$ cat src/shared/ssp_map.vh
// Register map, field positions, reset values and timing counts of the serial port unit
//
// Summary of operation
// - One clock, one sync, two lanes, each direction-selectable.
// - Bit clock never faster than half core clock.
// - TDM: ports 0,1 receive; ports 2,3 transmit.
// - I2S: two lanes carry two stereo channels.
// - Software picks MSB-first or LSB-first shifting.
// - Standard word length 3 to 32 bits.
// - I2S word length limited to 8..32 bits.
// - Framing options plus optional mu-law/A-law companding.
// - Clock and sync each internal or external.
// - Words stream to memory through dedicated channel.
`ifndef SSP_MAP_VH
`define SSP_MAP_VH

// ----------------------------------------------------------------
// Register byte offsets
// ----------------------------------------------------------------
`define SSP_REG_CTRL 4'h0
`define SSP_REG_CLKDIV 4'h4
`define SSP_REG_STATUS 4'h8
`define SSP_REG_TDM 4'hC

// ----------------------------------------------------------------
// Control and status fields
// ----------------------------------------------------------------
`define SSP_CTL_EN 0
`define SSP_CTL_DIRA 1
`define SSP_CTL_DIRB 2
`define SSP_CTL_LSBF 3
`define SSP_CTL_ICLK 4
`define SSP_CTL_IFS 5
`define SSP_CTL_MODE_LO 6
`define SSP_CTL_MODE_HI 7
`define SSP_CTL_CMP_LO 8
`define SSP_CTL_CMP_HI 9
`define SSP_CTL_WLEN_LO 10
`define SSP_CTL_WLEN_HI 14
`define SSP_ST_OVF 0
`define SSP_ST_UNF 1

// ----------------------------------------------------------------
// Reset values and encodings
// ----------------------------------------------------------------
`define SSP_CTRL_RST 32'h0000_7C00
`define SSP_CLKDIV_RST 16'h0000
`define SSP_TDM_RST 5'h07
`define SSP_MODE_STD 2'h0
`define SSP_MODE_I2S 2'h1
`define SSP_MODE_TDM 2'h2
`define SSP_CMP_MU 2'h1
`define SSP_CMP_A 2'h2
`define SSP_WLEN_MIN_STD 6'h03
`define SSP_WLEN_MIN_I2S 6'h08
`define SSP_WLEN_FULL 6'h20

// ----------------------------------------------------------------
// Companding constants
// ----------------------------------------------------------------
`define SSP_MU_CLIP 16'h1FDE
`define SSP_MU_BIAS 16'h0021
`define SSP_MU_DBIAS 16'h0084
`define SSP_A_CLIP 16'h0FFF
`define SSP_A_XOR 8'h55

// ----------------------------------------------------------------
// Timing
// ----------------------------------------------------------------
`define SSP_CLK_NS 25
`define SSP_MAX_RATE_MBPS 50
`define SSP_MIN_BIT_NS (1000 / `SSP_MAX_RATE_MBPS)
`define SSP_SCLK_MIN_HALF_CYC ((`SSP_MIN_BIT_NS / 2 + `SSP_CLK_NS - 1) / `SSP_CLK_NS)
`define SSP_FIFO_DEPTH 4
`define SSP_FIFO_AW 2

`endif

$ cat src/verilog/ssp_top.v
// Serial port unit: register slave, bit clock, framing, two lanes, companding, streams
//
// Local design decisions: the register offsets and register access over Avalon-MM.
`timescale 1ns/1ps
`include "ssp_map.vh"

module ssp_top #(
    parameter PORT_ID = 0 // Port position 0..3, fixes its TDM role
) (
    input wire i_mclk, // Core clock, 40 MHz
    input wire i_srst, // Synchronous reset, active high
    input wire [3:0] i_avs_address, // Byte address
    input wire i_avs_read, // Read request
    input wire i_avs_write, // Write request
    input wire [31:0] i_avs_writedata, // Write data
    input wire [3:0] i_avs_byteenable, // Byte lanes
    output wire [31:0] o_avs_readdata, // Read data
    output wire o_avs_waitrequest, // Stall
    input wire i_sclk, // Bit clock pin level
    output wire o_sclk, // Bit clock drive value
    output wire o_sclk_oe, // Bit clock drive enable
    input wire i_fs, // Frame sync pin level
    output wire o_fs, // Frame sync drive value
    output wire o_fs_oe, // Frame sync drive enable
    input wire [1:0] i_dat, // Lane pin levels
    output wire [1:0] o_dat, // Lane drive values
    output wire [1:0] o_dat_oe, // Lane drive enables
    input wire [31:0] i_tx_data, // Transmit stream word
    input wire i_tx_valid, // Transmit word offered
    output wire o_tx_ready, // Transmit buffer has room
    output wire [31:0] o_rx_data, // Receive stream word
    output wire o_rx_valid, // Receive word offered
    input wire i_rx_ready, // Receive word taken
    output wire o_frame_start // Frame start pulse for the paired port
);
    localparam [0:0] TDM_TX_SIDE = (PORT_ID >= 2) ? 1'b1 : 1'b0;

    // ----------------------------------------------------------------
    // Companding
    // ----------------------------------------------------------------
    function [7:0] ssp_mu_enc;
        input [15:0] s;
        reg [15:0] mag;
        reg [15:0] man;
        reg [2:0] seg;
        integer k;
        begin
            mag = s[15] ? (~s + 16'h0001) : s;
            mag = {2'b00, mag[15:2]};
            if (mag > `SSP_MU_CLIP) begin
                mag = `SSP_MU_CLIP;
            end
            mag = mag + `SSP_MU_BIAS;
            seg = 3'h0;
            for (k = 0; k < 8; k = k + 1) begin
                if (mag[k + 5]) begin
                    seg = k[2:0];
                end
            end
            man = mag >> ({1'b0, seg} + 4'h1);
            ssp_mu_enc = ~{s[15], seg, man[3:0]};
        end
    endfunction

    function [7:0] ssp_a_enc;
        input [15:0] s;
        reg [15:0] mag;
        reg [15:0] man;
        reg [2:0] seg;
        integer k;
        integer t;
        begin
            mag = s[15] ? (~s + 16'h0001) : s;
            mag = {3'b000, mag[15:3]};
            if (mag > `SSP_A_CLIP) begin
                mag = `SSP_A_CLIP;
            end
            seg = 3'h0;
            for (k = 5; k < 12; k = k + 1) begin
                t = k - 4;
                if (mag[k]) begin
                    seg = t[2:0];
                end
            end
            man = mag >> ((seg == 3'h0) ? 3'h1 : seg);
            ssp_a_enc = {~s[15], seg, man[3:0]} ^ `SSP_A_XOR;
        end
    endfunction

    function [15:0] ssp_mu_dec;
        input [7:0] c;
        reg [7:0] u;
        reg [15:0] t;
        begin
            u = ~c;
            t = ({9'h000, u[3:0], 3'h0} + `SSP_MU_DBIAS) << u[6:4];
            ssp_mu_dec = u[7] ? (`SSP_MU_DBIAS - t) : (t - `SSP_MU_DBIAS);
        end
    endfunction

    function [15:0] ssp_a_dec;
        input [7:0] c;
        reg [7:0] a;
        reg [15:0] t;
        begin
            a = c ^ `SSP_A_XOR;
            t = {8'h00, a[3:0], 4'h8};
            if (a[6:4] != 3'h0) begin
                t = t + 16'h0100;
            end
            if (a[6:4] > 3'h1) begin
                t = t << (a[6:4] - 3'h1);
            end
            ssp_a_dec = a[7] ? t : (~t + 16'h0001);
        end
    endfunction

    // ----------------------------------------------------------------
    // Registers and bus slave
    // ----------------------------------------------------------------
    reg [31:0] ctrl_reg;
    reg [15:0] div_reg;
    reg [4:0] slots_reg;
    reg ovf_reg;
    reg unf_reg;
    reg ack_reg;
    reg [31:0] rdata_reg;
    reg active_reg;
    reg first_reg;
    reg [5:0] bit_cnt_reg;
    reg [4:0] slot_reg;
    reg fs_prev_reg;
    reg fs_out_reg;
    reg start_pulse_reg;
    reg [15:0] div_cnt_reg;
    reg isclk_reg;
    reg sclk_s1_reg, sclk_s2_reg, sclk_s3_reg;
    reg fs_s1_reg, fs_s2_reg;
    reg [1:0] dat_s1_reg, dat_s2_reg;
    reg [1:0] ld_pend_reg;
    reg [1:0] push_pend_reg;
    reg [31:0] rd_mux;
    reg [31:0] wmask;
    wire [31:0] tx_rd_data;
    wire tx_rd_valid;
    wire rx_wr_ready;
    wire [63:0] rxb_w;

    wire req = i_avs_read | i_avs_write;
    wire take = req & ack_reg;
    wire wr_ctrl = take & i_avs_write & (i_avs_address == `SSP_REG_CTRL);
    wire wr_div = take & i_avs_write & (i_avs_address == `SSP_REG_CLKDIV);
    wire wr_st = take & i_avs_write & (i_avs_address == `SSP_REG_STATUS);
    wire wr_tdm = take & i_avs_write & (i_avs_address == `SSP_REG_TDM);

    // Every access waits exactly one cycle, so read data is always registered
    assign o_avs_waitrequest = req & ~ack_reg;
    assign o_avs_readdata = rdata_reg;

    wire en = ctrl_reg[`SSP_CTL_EN];
    wire lsbf = ctrl_reg[`SSP_CTL_LSBF];
    wire iclk = ctrl_reg[`SSP_CTL_ICLK];
    wire ifs = ctrl_reg[`SSP_CTL_IFS];
    wire [1:0] mode = ctrl_reg[`SSP_CTL_MODE_HI:`SSP_CTL_MODE_LO];
    wire [1:0] cmp = ctrl_reg[`SSP_CTL_CMP_HI:`SSP_CTL_CMP_LO];
    wire is_i2s = (mode == `SSP_MODE_I2S);
    wire is_tdm = (mode == `SSP_MODE_TDM);
    wire [5:0] wl_raw = {1'b0, ctrl_reg[`SSP_CTL_WLEN_HI:`SSP_CTL_WLEN_LO]} + 6'h01;
    wire [5:0] wl_min = is_i2s ? `SSP_WLEN_MIN_I2S : `SSP_WLEN_MIN_STD;
    wire [5:0] wlen = (wl_raw < wl_min) ? wl_min : wl_raw;
    wire [5:0] wlast = wlen - 6'h01;
    wire [5:0] pad = `SSP_WLEN_FULL - wlen;
    // Lane directions are free outside TDM; TDM fixes the side by port position
    wire [1:0] lane_tx = is_tdm ? {2{TDM_TX_SIDE}} :
        {ctrl_reg[`SSP_CTL_DIRB], ctrl_reg[`SSP_CTL_DIRA]};

    always @* begin
        wmask = {{8{i_avs_byteenable[3]}}, {8{i_avs_byteenable[2]}},
            {8{i_avs_byteenable[1]}}, {8{i_avs_byteenable[0]}}};
        case (i_avs_address)
            `SSP_REG_CTRL: rd_mux = ctrl_reg;
            `SSP_REG_CLKDIV: rd_mux = {16'h0000, div_reg};
            `SSP_REG_STATUS: rd_mux = {27'h0000000, active_reg, ~o_tx_ready, o_rx_valid,
                unf_reg, ovf_reg};
            `SSP_REG_TDM: rd_mux = {27'h0000000, slots_reg};
            default: rd_mux = 32'h0000_0000;
        endcase
    end

    // ----------------------------------------------------------------
    // Pin synchronisers and bit clock
    // ----------------------------------------------------------------
    wire [31:0] min_half_w = `SSP_SCLK_MIN_HALF_CYC;
    wire [15:0] half = (div_reg < min_half_w[15:0]) ? min_half_w[15:0] : div_reg;
    wire tick = en & iclk & (div_cnt_reg >= half - 16'h0001);
    wire rise_evt = iclk ? (tick & ~isclk_reg) : (en & sclk_s2_reg & ~sclk_s3_reg);
    wire fall_evt = iclk ? (tick & isclk_reg) : (en & ~sclk_s2_reg & sclk_s3_reg);
    wire fs_in = ifs ? fs_out_reg : fs_s2_reg;
    // I2S sync is a word select level, so any change starts a word
    wire start_det = rise_evt & (is_i2s ? (fs_in ^ fs_prev_reg) : fs_in);
    wire last_bit = active_reg & ~first_reg & (bit_cnt_reg == wlast);
    wire done_w = rise_evt & last_bit;
    wire cont_w = done_w & is_tdm & (slot_reg != slots_reg) & ~start_det;
    wire begin_w = start_det | cont_w;
    wire first_fall = fall_evt & first_reg & active_reg;
    wire fs_cond = ~active_reg | ((is_i2s | ~is_tdm | (slot_reg == slots_reg)) &
        ~first_reg & (bit_cnt_reg == wlast));
    wire pop = tx_rd_valid & (|ld_pend_reg) & ~first_fall;
    wire ld_sel = ~ld_pend_reg[0];
    wire ps_sel = ~push_pend_reg[0];
    wire push_ok = rx_wr_ready & (|push_pend_reg);
    wire unf_set = first_fall & (|ld_pend_reg);
    wire ovf_set = done_w & (|push_pend_reg);
    wire [31:0] tx_cooked = (cmp == `SSP_CMP_MU) ? {24'h000000, ssp_mu_enc(tx_rd_data[15:0])} :
        (cmp == `SSP_CMP_A) ? {24'h000000, ssp_a_enc(tx_rd_data[15:0])} : tx_rd_data;

    assign o_sclk = isclk_reg;
    assign o_sclk_oe = en & iclk;
    assign o_fs = fs_out_reg;
    assign o_fs_oe = en & ifs;
    assign o_frame_start = start_pulse_reg;

    always @(posedge i_mclk) begin
        if (i_srst) begin
            sclk_s1_reg <= 1'b0;
            sclk_s2_reg <= 1'b0;
            sclk_s3_reg <= 1'b0;
            fs_s1_reg <= 1'b0;
            fs_s2_reg <= 1'b0;
            dat_s1_reg <= 2'h0;
            dat_s2_reg <= 2'h0;
        end else begin
            sclk_s1_reg <= i_sclk;
            sclk_s2_reg <= sclk_s1_reg;
            sclk_s3_reg <= sclk_s2_reg;
            fs_s1_reg <= i_fs;
            fs_s2_reg <= fs_s1_reg;
            dat_s1_reg <= i_dat;
            dat_s2_reg <= dat_s1_reg;
        end
    end

    always @(posedge i_mclk) begin
        if (i_srst | ~(en & iclk)) begin
            div_cnt_reg <= 16'h0000;
            isclk_reg <= 1'b0;
        end else if (tick) begin
            div_cnt_reg <= 16'h0000;
            isclk_reg <= ~isclk_reg;
        end else begin
            div_cnt_reg <= div_cnt_reg + 16'h0001;
        end
    end

    // ----------------------------------------------------------------
    // Register file
    // ----------------------------------------------------------------
    always @(posedge i_mclk) begin
        if (i_srst) begin
            ctrl_reg <= `SSP_CTRL_RST;
            div_reg <= `SSP_CLKDIV_RST;
            slots_reg <= `SSP_TDM_RST;
            ovf_reg <= 1'b0;
            unf_reg <= 1'b0;
            ack_reg <= 1'b0;
            rdata_reg <= 32'h0000_0000;
        end else begin
            ack_reg <= req & ~ack_reg;
            if (req & ~ack_reg & i_avs_read) begin
                rdata_reg <= rd_mux;
            end
            if (wr_ctrl) begin
                ctrl_reg <= (ctrl_reg & ~wmask) | (i_avs_writedata & wmask);
            end
            if (wr_div) begin
                div_reg <= (div_reg & ~wmask[15:0]) | (i_avs_writedata[15:0] & wmask[15:0]);
            end
            if (wr_tdm & i_avs_byteenable[0]) begin
                slots_reg <= i_avs_writedata[4:0];
            end
            // A new event in the clearing cycle survives the clear
            ovf_reg <= ovf_set | (ovf_reg & ~(wr_st & i_avs_byteenable[0] &
                i_avs_writedata[`SSP_ST_OVF]));
            unf_reg <= unf_set | (unf_reg & ~(wr_st & i_avs_byteenable[0] &
                i_avs_writedata[`SSP_ST_UNF]));
        end
    end

    // ----------------------------------------------------------------
    // Framing sequencer
    // ----------------------------------------------------------------
    always @(posedge i_mclk) begin
        if (i_srst | ~en) begin
            active_reg <= 1'b0;
            first_reg <= 1'b0;
            bit_cnt_reg <= 6'h00;
            slot_reg <= 5'h00;
            fs_prev_reg <= 1'b0;
            fs_out_reg <= 1'b0;
            start_pulse_reg <= 1'b0;
        end else begin
            start_pulse_reg <= start_det;
            if (rise_evt) begin
                fs_prev_reg <= fs_in;
            end
            if (rise_evt & active_reg & ~first_reg) begin
                bit_cnt_reg <= bit_cnt_reg + 6'h01;
                if (last_bit) begin
                    active_reg <= 1'b0;
                end
            end
            if (cont_w) begin
                active_reg <= 1'b1;
                first_reg <= 1'b1;
                bit_cnt_reg <= 6'h00;
                slot_reg <= slot_reg + 5'h01;
            end
            if (start_det) begin
                active_reg <= 1'b1;
                first_reg <= 1'b1;
                bit_cnt_reg <= 6'h00;
                slot_reg <= 5'h00;
            end
            if (first_fall) begin
                first_reg <= 1'b0;
            end
            // Internal sync leads the first data bit by one bit time
            if (fall_evt & ifs & fs_cond) begin
                fs_out_reg <= is_i2s ? ~fs_out_reg : 1'b1;
            end else if (fall_evt & ifs & ~is_i2s) begin
                fs_out_reg <= 1'b0;
            end
        end
    end

    // ----------------------------------------------------------------
    // Stream sequencers: tx loads and rx pushes, one lane per cycle
    // ----------------------------------------------------------------
    always @(posedge i_mclk) begin
        if (i_srst | ~en) begin
            ld_pend_reg <= 2'h0;
            push_pend_reg <= 2'h0;
        end else begin
            if (begin_w) begin
                ld_pend_reg <= lane_tx;
            end else if (first_fall) begin
                ld_pend_reg <= 2'h0;
            end else if (pop) begin
                ld_pend_reg <= ld_pend_reg & (ld_sel ? 2'h1 : 2'h2);
            end
            // Unpushed words are dropped and flagged when the next word lands
            if (done_w) begin
                push_pend_reg <= ~lane_tx;
            end else if (push_ok) begin
                push_pend_reg <= push_pend_reg & (ps_sel ? 2'h1 : 2'h2);
            end
        end
    end

    // ----------------------------------------------------------------
    // Lanes
    // ----------------------------------------------------------------
    genvar g;
    generate
        for (g = 0; g < 2; g = g + 1) begin : lane
            localparam [0:0] LANE = (g == 1) ? 1'b1 : 1'b0;
            reg [31:0] sh_reg;
            reg [31:0] txb_reg;
            reg [31:0] rxb_reg;
            reg dat_reg;
            wire rbit = dat_s2_reg[g];
            wire [31:0] tx_al = lsbf ? txb_reg : (txb_reg << pad);
            wire [31:0] rx_new = lsbf ? ({rbit, sh_reg[31:1]} >> pad) :
                ({sh_reg[30:0], rbit} & (32'hFFFF_FFFF >> pad));
            wire [15:0] rx_exp = (cmp == `SSP_CMP_MU) ? ssp_mu_dec(rx_new[7:0]) :
                ssp_a_dec(rx_new[7:0]);
            wire [31:0] rx_word = (cmp == `SSP_CMP_MU || cmp == `SSP_CMP_A) ?
                {{16{rx_exp[15]}}, rx_exp} : rx_new;

            assign o_dat[g] = dat_reg;
            assign o_dat_oe[g] = en & lane_tx[g];
            assign rxb_w[g*32 +: 32] = rxb_reg;

            always @(posedge i_mclk) begin
                if (i_srst) begin
                    sh_reg <= 32'h0000_0000;
                    txb_reg <= 32'h0000_0000;
                    rxb_reg <= 32'h0000_0000;
                    dat_reg <= 1'b0;
                end else begin
                    if (pop & (ld_sel == LANE)) begin
                        txb_reg <= tx_cooked;
                    end
                    // A lane whose word never arrived sends zeros
                    if (first_fall & lane_tx[g]) begin
                        sh_reg <= ld_pend_reg[g] ? 32'h0000_0000 : tx_al;
                        dat_reg <= ~ld_pend_reg[g] & (lsbf ? tx_al[0] : tx_al[31]);
                    end else if (fall_evt & active_reg & lane_tx[g]) begin
                        sh_reg <= lsbf ? (sh_reg >> 1) : (sh_reg << 1);
                        dat_reg <= lsbf ? sh_reg[1] : sh_reg[30];
                    end
                    if (rise_evt & active_reg & ~first_reg & ~lane_tx[g]) begin
                        sh_reg <= lsbf ? {rbit, sh_reg[31:1]} : {sh_reg[30:0], rbit};
                        if (last_bit) begin
                            rxb_reg <= rx_word;
                        end
                    end
                end
            end
        end
    endgenerate

    // ----------------------------------------------------------------
    // Stream buffers toward the memory channel
    // ----------------------------------------------------------------
    ssp_fifo #(
        .WIDTH(32),
        .DEPTH(`SSP_FIFO_DEPTH),
        .AW(`SSP_FIFO_AW)
    ) u_tx_fifo (
        .i_mclk(i_mclk),
        .i_srst(i_srst),
        .i_wr_data(i_tx_data),
        .i_wr_valid(i_tx_valid),
        .o_wr_ready(o_tx_ready),
        .o_rd_data(tx_rd_data),
        .o_rd_valid(tx_rd_valid),
        .i_rd_ready(pop)
    );

    ssp_fifo #(
        .WIDTH(32),
        .DEPTH(`SSP_FIFO_DEPTH),
        .AW(`SSP_FIFO_AW)
    ) u_rx_fifo (
        .i_mclk(i_mclk),
        .i_srst(i_srst),
        .i_wr_data(ps_sel ? rxb_w[63:32] : rxb_w[31:0]),
        .i_wr_valid(|push_pend_reg),
        .o_wr_ready(rx_wr_ready),
        .o_rd_data(o_rx_data),
        .o_rd_valid(o_rx_valid),
        .i_rd_ready(i_rx_ready)
    );
endmodule // ssp_top

$ cat src/verilog/ssp_fifo.v
// Small flip-flop FIFO with valid/ready on both sides
`timescale 1ns/1ps

module ssp_fifo #(
    parameter WIDTH = 32, // Word width
    parameter DEPTH = 4, // Entries, a power of two
    parameter AW = 2 // Index width, log2 of DEPTH
) (
    input wire i_mclk, // Core clock
    input wire i_srst, // Synchronous reset, active high
    input wire [WIDTH-1:0] i_wr_data, // Fill data
    input wire i_wr_valid, // Fill request
    output wire o_wr_ready, // Room available
    output wire [WIDTH-1:0] o_rd_data, // Head word
    output wire o_rd_valid, // Head word present
    input wire i_rd_ready // Drain accepts head
);
    localparam [AW:0] FULL = DEPTH[AW:0];

    reg [WIDTH-1:0] mem_reg [0:DEPTH-1];
    reg [AW-1:0] wp_reg;
    reg [AW-1:0] rp_reg;
    reg [AW:0] cnt_reg;
    wire wr;
    wire rd;

    assign o_wr_ready = (cnt_reg != FULL);
    assign o_rd_valid = (cnt_reg != {(AW+1){1'b0}});
    assign o_rd_data = mem_reg[rp_reg];
    assign wr = i_wr_valid & o_wr_ready;
    assign rd = o_rd_valid & i_rd_ready;

    always @(posedge i_mclk) begin
        if (wr) begin
            mem_reg[wp_reg] <= i_wr_data;
        end
    end

    // Pointers wrap by overflow, which is why DEPTH must be a power of two
    always @(posedge i_mclk) begin
        if (i_srst) begin
            wp_reg <= {AW{1'b0}};
            rp_reg <= {AW{1'b0}};
            cnt_reg <= {(AW+1){1'b0}};
        end else begin
            if (wr) begin
                wp_reg <= wp_reg + {{(AW-1){1'b0}}, 1'b1};
            end
            if (rd) begin
                rp_reg <= rp_reg + {{(AW-1){1'b0}}, 1'b1};
            end
            if (wr & ~rd) begin
                cnt_reg <= cnt_reg + {{AW{1'b0}}, 1'b1};
            end else if (rd & ~wr) begin
                cnt_reg <= cnt_reg - {{AW{1'b0}}, 1'b1};
            end
        end
    end
endmodule // ssp_fifo

$ cat config.mk
export PLATFORM = sky130hd
export DESIGN_NAME = ssp_top
export DESIGN_NICKNAME = d
export VERILOG_FILES = /design/src/verilog/ssp_top.v /design/src/verilog/ssp_fifo.v
export VERILOG_INCLUDE_DIRS = /design/src /design/src/shared
export SDC_FILE = /design/constraint.sdc
export NUM_CORES = 2
export LEC_CHECK = 0
export BUFFER_PORTS_ARGS = -buffer_cell sky130_fd_sc_hd__clkbuf_2
export CAP_MARGIN = 20
export CORE_MARGIN = 3
export CORE_UTILIZATION = 43
export CTS_BUF_LIST = sky130_fd_sc_hd__clkbuf_2 sky130_fd_sc_hd__clkbuf_4 sky130_fd_sc_hd__clkbuf_8
export DETAILED_ROUTE_END_ITERATION = 16
export SYNTH_ARGS = -nofsm -noshare
export SYNTH_HDL_FRONTEND = slang
export SYNTH_SLANG_ARGS = --single-unit
$ cat constraint.sdc
create_clock -name i_mclk -period 24 [get_ports i_mclk]
set_input_delay 3.6 -clock i_mclk [delete_from_list [all_inputs] [get_ports i_mclk]]
set_output_delay 3.6 -clock i_mclk [all_outputs]
set_load 0.05 [all_outputs]
==> impl_metrics.env <==
export IMPL_status="finished clean"
export IMPL_drt_iter0_markers=4384
export IMPL_grt_max_degree=103
export IMPL_cap_violations=0
export IMPL_cts_root_buf="clkbuf_8"
export IMPL_drt_vias_per_instance=6.32
export IMPL_grt_overflow=0
export IMPL_maxSlewHeadroom_pct=18.7
export IMPL_h_tree_depth=3
export IMPL_dp_slack_ps=13520
export IMPL_die_x_microns=307
export IMPL_cp_common_cell="ha_1"
export IMPL_required_ps=24550
export IMPL_seq_area_frac_synth_pct=37.5
export IMPL_synthFlopType="dfxtp_1"
export IMPL_hold_path_class="reg -> reg"
export IMPL_track_usage_pct=27.7
export IMPL_wl_per_cell_microns=24.3
export IMPL_finalSetupTns_ps=0
export IMPL_vias=34900
export IMPL_post_cts_resized=0
export IMPL_firstDrtPassIters=6
export IMPL_synthesis_area_sq_um=39000
export IMPL_grt_first_pass_wirelength_microns=205000
export IMPL_min_period_ps=10680
export IMPL_synth_top_cell_area_share_pct=19.7
export IMPL_synth_top_family_by_area="compound AO/OA/AOI/OAI gates"
export IMPL_clock_sinks=602
export IMPL_synth_simple_area_share_pct=16.9
export IMPL_synth_cells=4290
export IMPL_synth_top_cell_by_area="edfxtp_1"
export IMPL_syn_area_per_cell_sq_um=9.09
export IMPL_final_hold_violation_count=0
export IMPL_ys_types=113
export IMPL_post_cts_buffers=0
export IMPL_fmax_ghz=0.0936
export IMPL_die_height_microns=307
export IMPL_final_setup_worst_slack_ps=13320
export IMPL_ys_top_cells_by_area="edfxtp_1, dfxtp_1, mux2i_1"
export IMPL_synth_edf_count=256
export IMPL_cp_start_kind="flip-flop"
export IMPL_crit_path_top_delay_cell="buf_4"
export IMPL_drc=0
export IMPL_crit_type="reg -> reg"
export IMPL_row_count=109
export IMPL_synthAdderAreaFrac_pct=2.06
export IMPL_worst_setup_path_end_kind="flip-flop"
export IMPL_crit_family="compound AO/OA/AOI/OAI gates"
export IMPL_synth_compound_area_share_pct=19.0
export IMPL_cts_tree="done"
export IMPL_ys_ff_latch=602
export IMPL_arrival_ps=11230
export IMPL_pwr_density_cell_nw_per_um2=55.1
export IMPL_syn_nets=4435
export IMPL_grt_antenna_before_repair=2
export IMPL_timing_critical_path_fanout_max=61
export IMPL_clock_latency_ps=770
export IMPL_async_flop_share_pct=0
export IMPL_path_buf_inv=7
export IMPL_holdBufCountCts=0
export IMPL_yosysMostFrequentCell="nand2_1"
export IMPL_ys_warn_count=0
export IMPL_worstMarginPinSlew_ps=1210
export IMPL_drt_wl_total_microns=134000
export IMPL_cts_clk_slew_worst_paths_ps=60
export IMPL_design_core_area_sq_um=89200
export IMPL_vdd_ir_drop_worst_mv=0.0616
export IMPL_postRouteAntennaNets=0
export IMPL_gp_congestion=1.01
export IMPL_final_nets=4423
export IMPL_clk_path_buf_depth=3
export IMPL_slowest_delay_ps=790
export IMPL_die_area_sq_um=94300
export IMPL_start_util_pct=43.7
export IMPL_fin_skew_ps=55.9
export IMPL_area_growth_pct=9.51
export IMPL_drive_gt1_share_pct=16.3
export IMPL_yosys_top_cells_count="nand2_1, nor2_1, mux2i_1"
export IMPL_grt_pass1_vias=33000
export IMPL_leakage_nw=15.8
export IMPL_setup_viol=0
export IMPL_synth_xor_area_share_pct=2.67
export IMPL_io_buffers=157
export IMPL_dpl_hpwl_microns=95600
export IMPL_period_share_pct=44.5
export IMPL_synth_area_mux_share_pct=17.4
export IMPL_rsz0062_at_grt="false"
export IMPL_pin_count=158
export IMPL_slew_viol_final=0
export IMPL_cts_buffers=101
==> cells in the final DEF (no fill, tap or decap), types with 60 or more instances in the layout <==
master,instances
nand2_1,516
nor2_1,382
mux2i_1,356
dfxtp_1,343
a21oi_1,326
edfxtp_1,256
o21ai_0,158
clkbuf_2,156
nand3_1,142
nor3_1,127
clkbuf_8,115
mux4_2,103
a211oi_1,81
mux2_2,80
buf_4,80
o211ai_1,78
xor2_1,64
a22oi_1,60
==> path summary, 6_finish.rpt <==
check | end | start | depth (start not counted) | slack [ps]
worst max-delay path | lane[0].rxb_reg[16] | flip-flop | 29 | 13320
worst min-delay path | fs_s2_reg | fs_s1_reg | 1 | 440
worst max register to register | lane[0].rxb_reg[16] | flip-flop | 29 | 13320
worst min register to register | fs_s2_reg | fs_s1_reg | 1 | 440
==> cell families after synthesis <==
family | Yosys count
AO/OA/AOI/OAI | 1102
XOR/XNOR | 118
adder cells (fa/ha/maj) | 63
buffers and inverters | 414
flip-flops | 602
multiplexers | 540
AND/OR/NAND/NOR | 1451
==> worst reg2reg max path: cells and delay by family (launching register included) <==
kind / cells / cell delay (ps)
fa+ha+maj: 5 / 2310
simple gates: 6 / 1710
xor+xnor: 1 / 240
buf+inv: 7 / 2510
flops: 1 / 770
compound gates: 10 / 2970
==> layer usage <==
layer	part of all wire, %	vias to the layer above	track usage, %
li1	-	16000	-
met1	42	16700	37.6
met2	45	1777	43.4
met3	7.9	403	4.09
met4	5.5	0	13.6
met5	0	-	0
==> final cells by class <==
cell class / instances / area, sq um
diodes: 3 / 7.51
clock buffers: 145 / 1810
clock inverters: 44 / 345
fillers: 8660 / 46500
inverters: 62 / 239
multi-input cells: 3274 / 22800
flip-flops and latches: 602 / 14600
well taps: 1165 / 1460
repair buffers: 237 / 1400
==> where the power goes <==
| part | internal [W] | total [W] | switching [W] |
|---|---|---|---|
| Sequential | 0.00109 | 0.00109 | 0.00000720 |
| Clock | 0.000523 | 0.000967 | 0.000443 |
| Combinational | 0.0000942 | 0.000294 | 0.000200 |
==> metrics by stage <==
step	hold slack, ps	utilization, %	cells	power (W)	area (sq um)
after global placement	428	45.4	5339	0.00140	40500
final	437	47.9	5532	0.00235	42700
after detailed placement	426	45.4	5339	0.00140	40500
after floorplan	410	-	4290	0.00131	39000
after global routing	455	47.9	5531	0.00245	42700
after CTS	439	47.8	5528	0.00238	42700
Power figures use the tool's default switching activity.
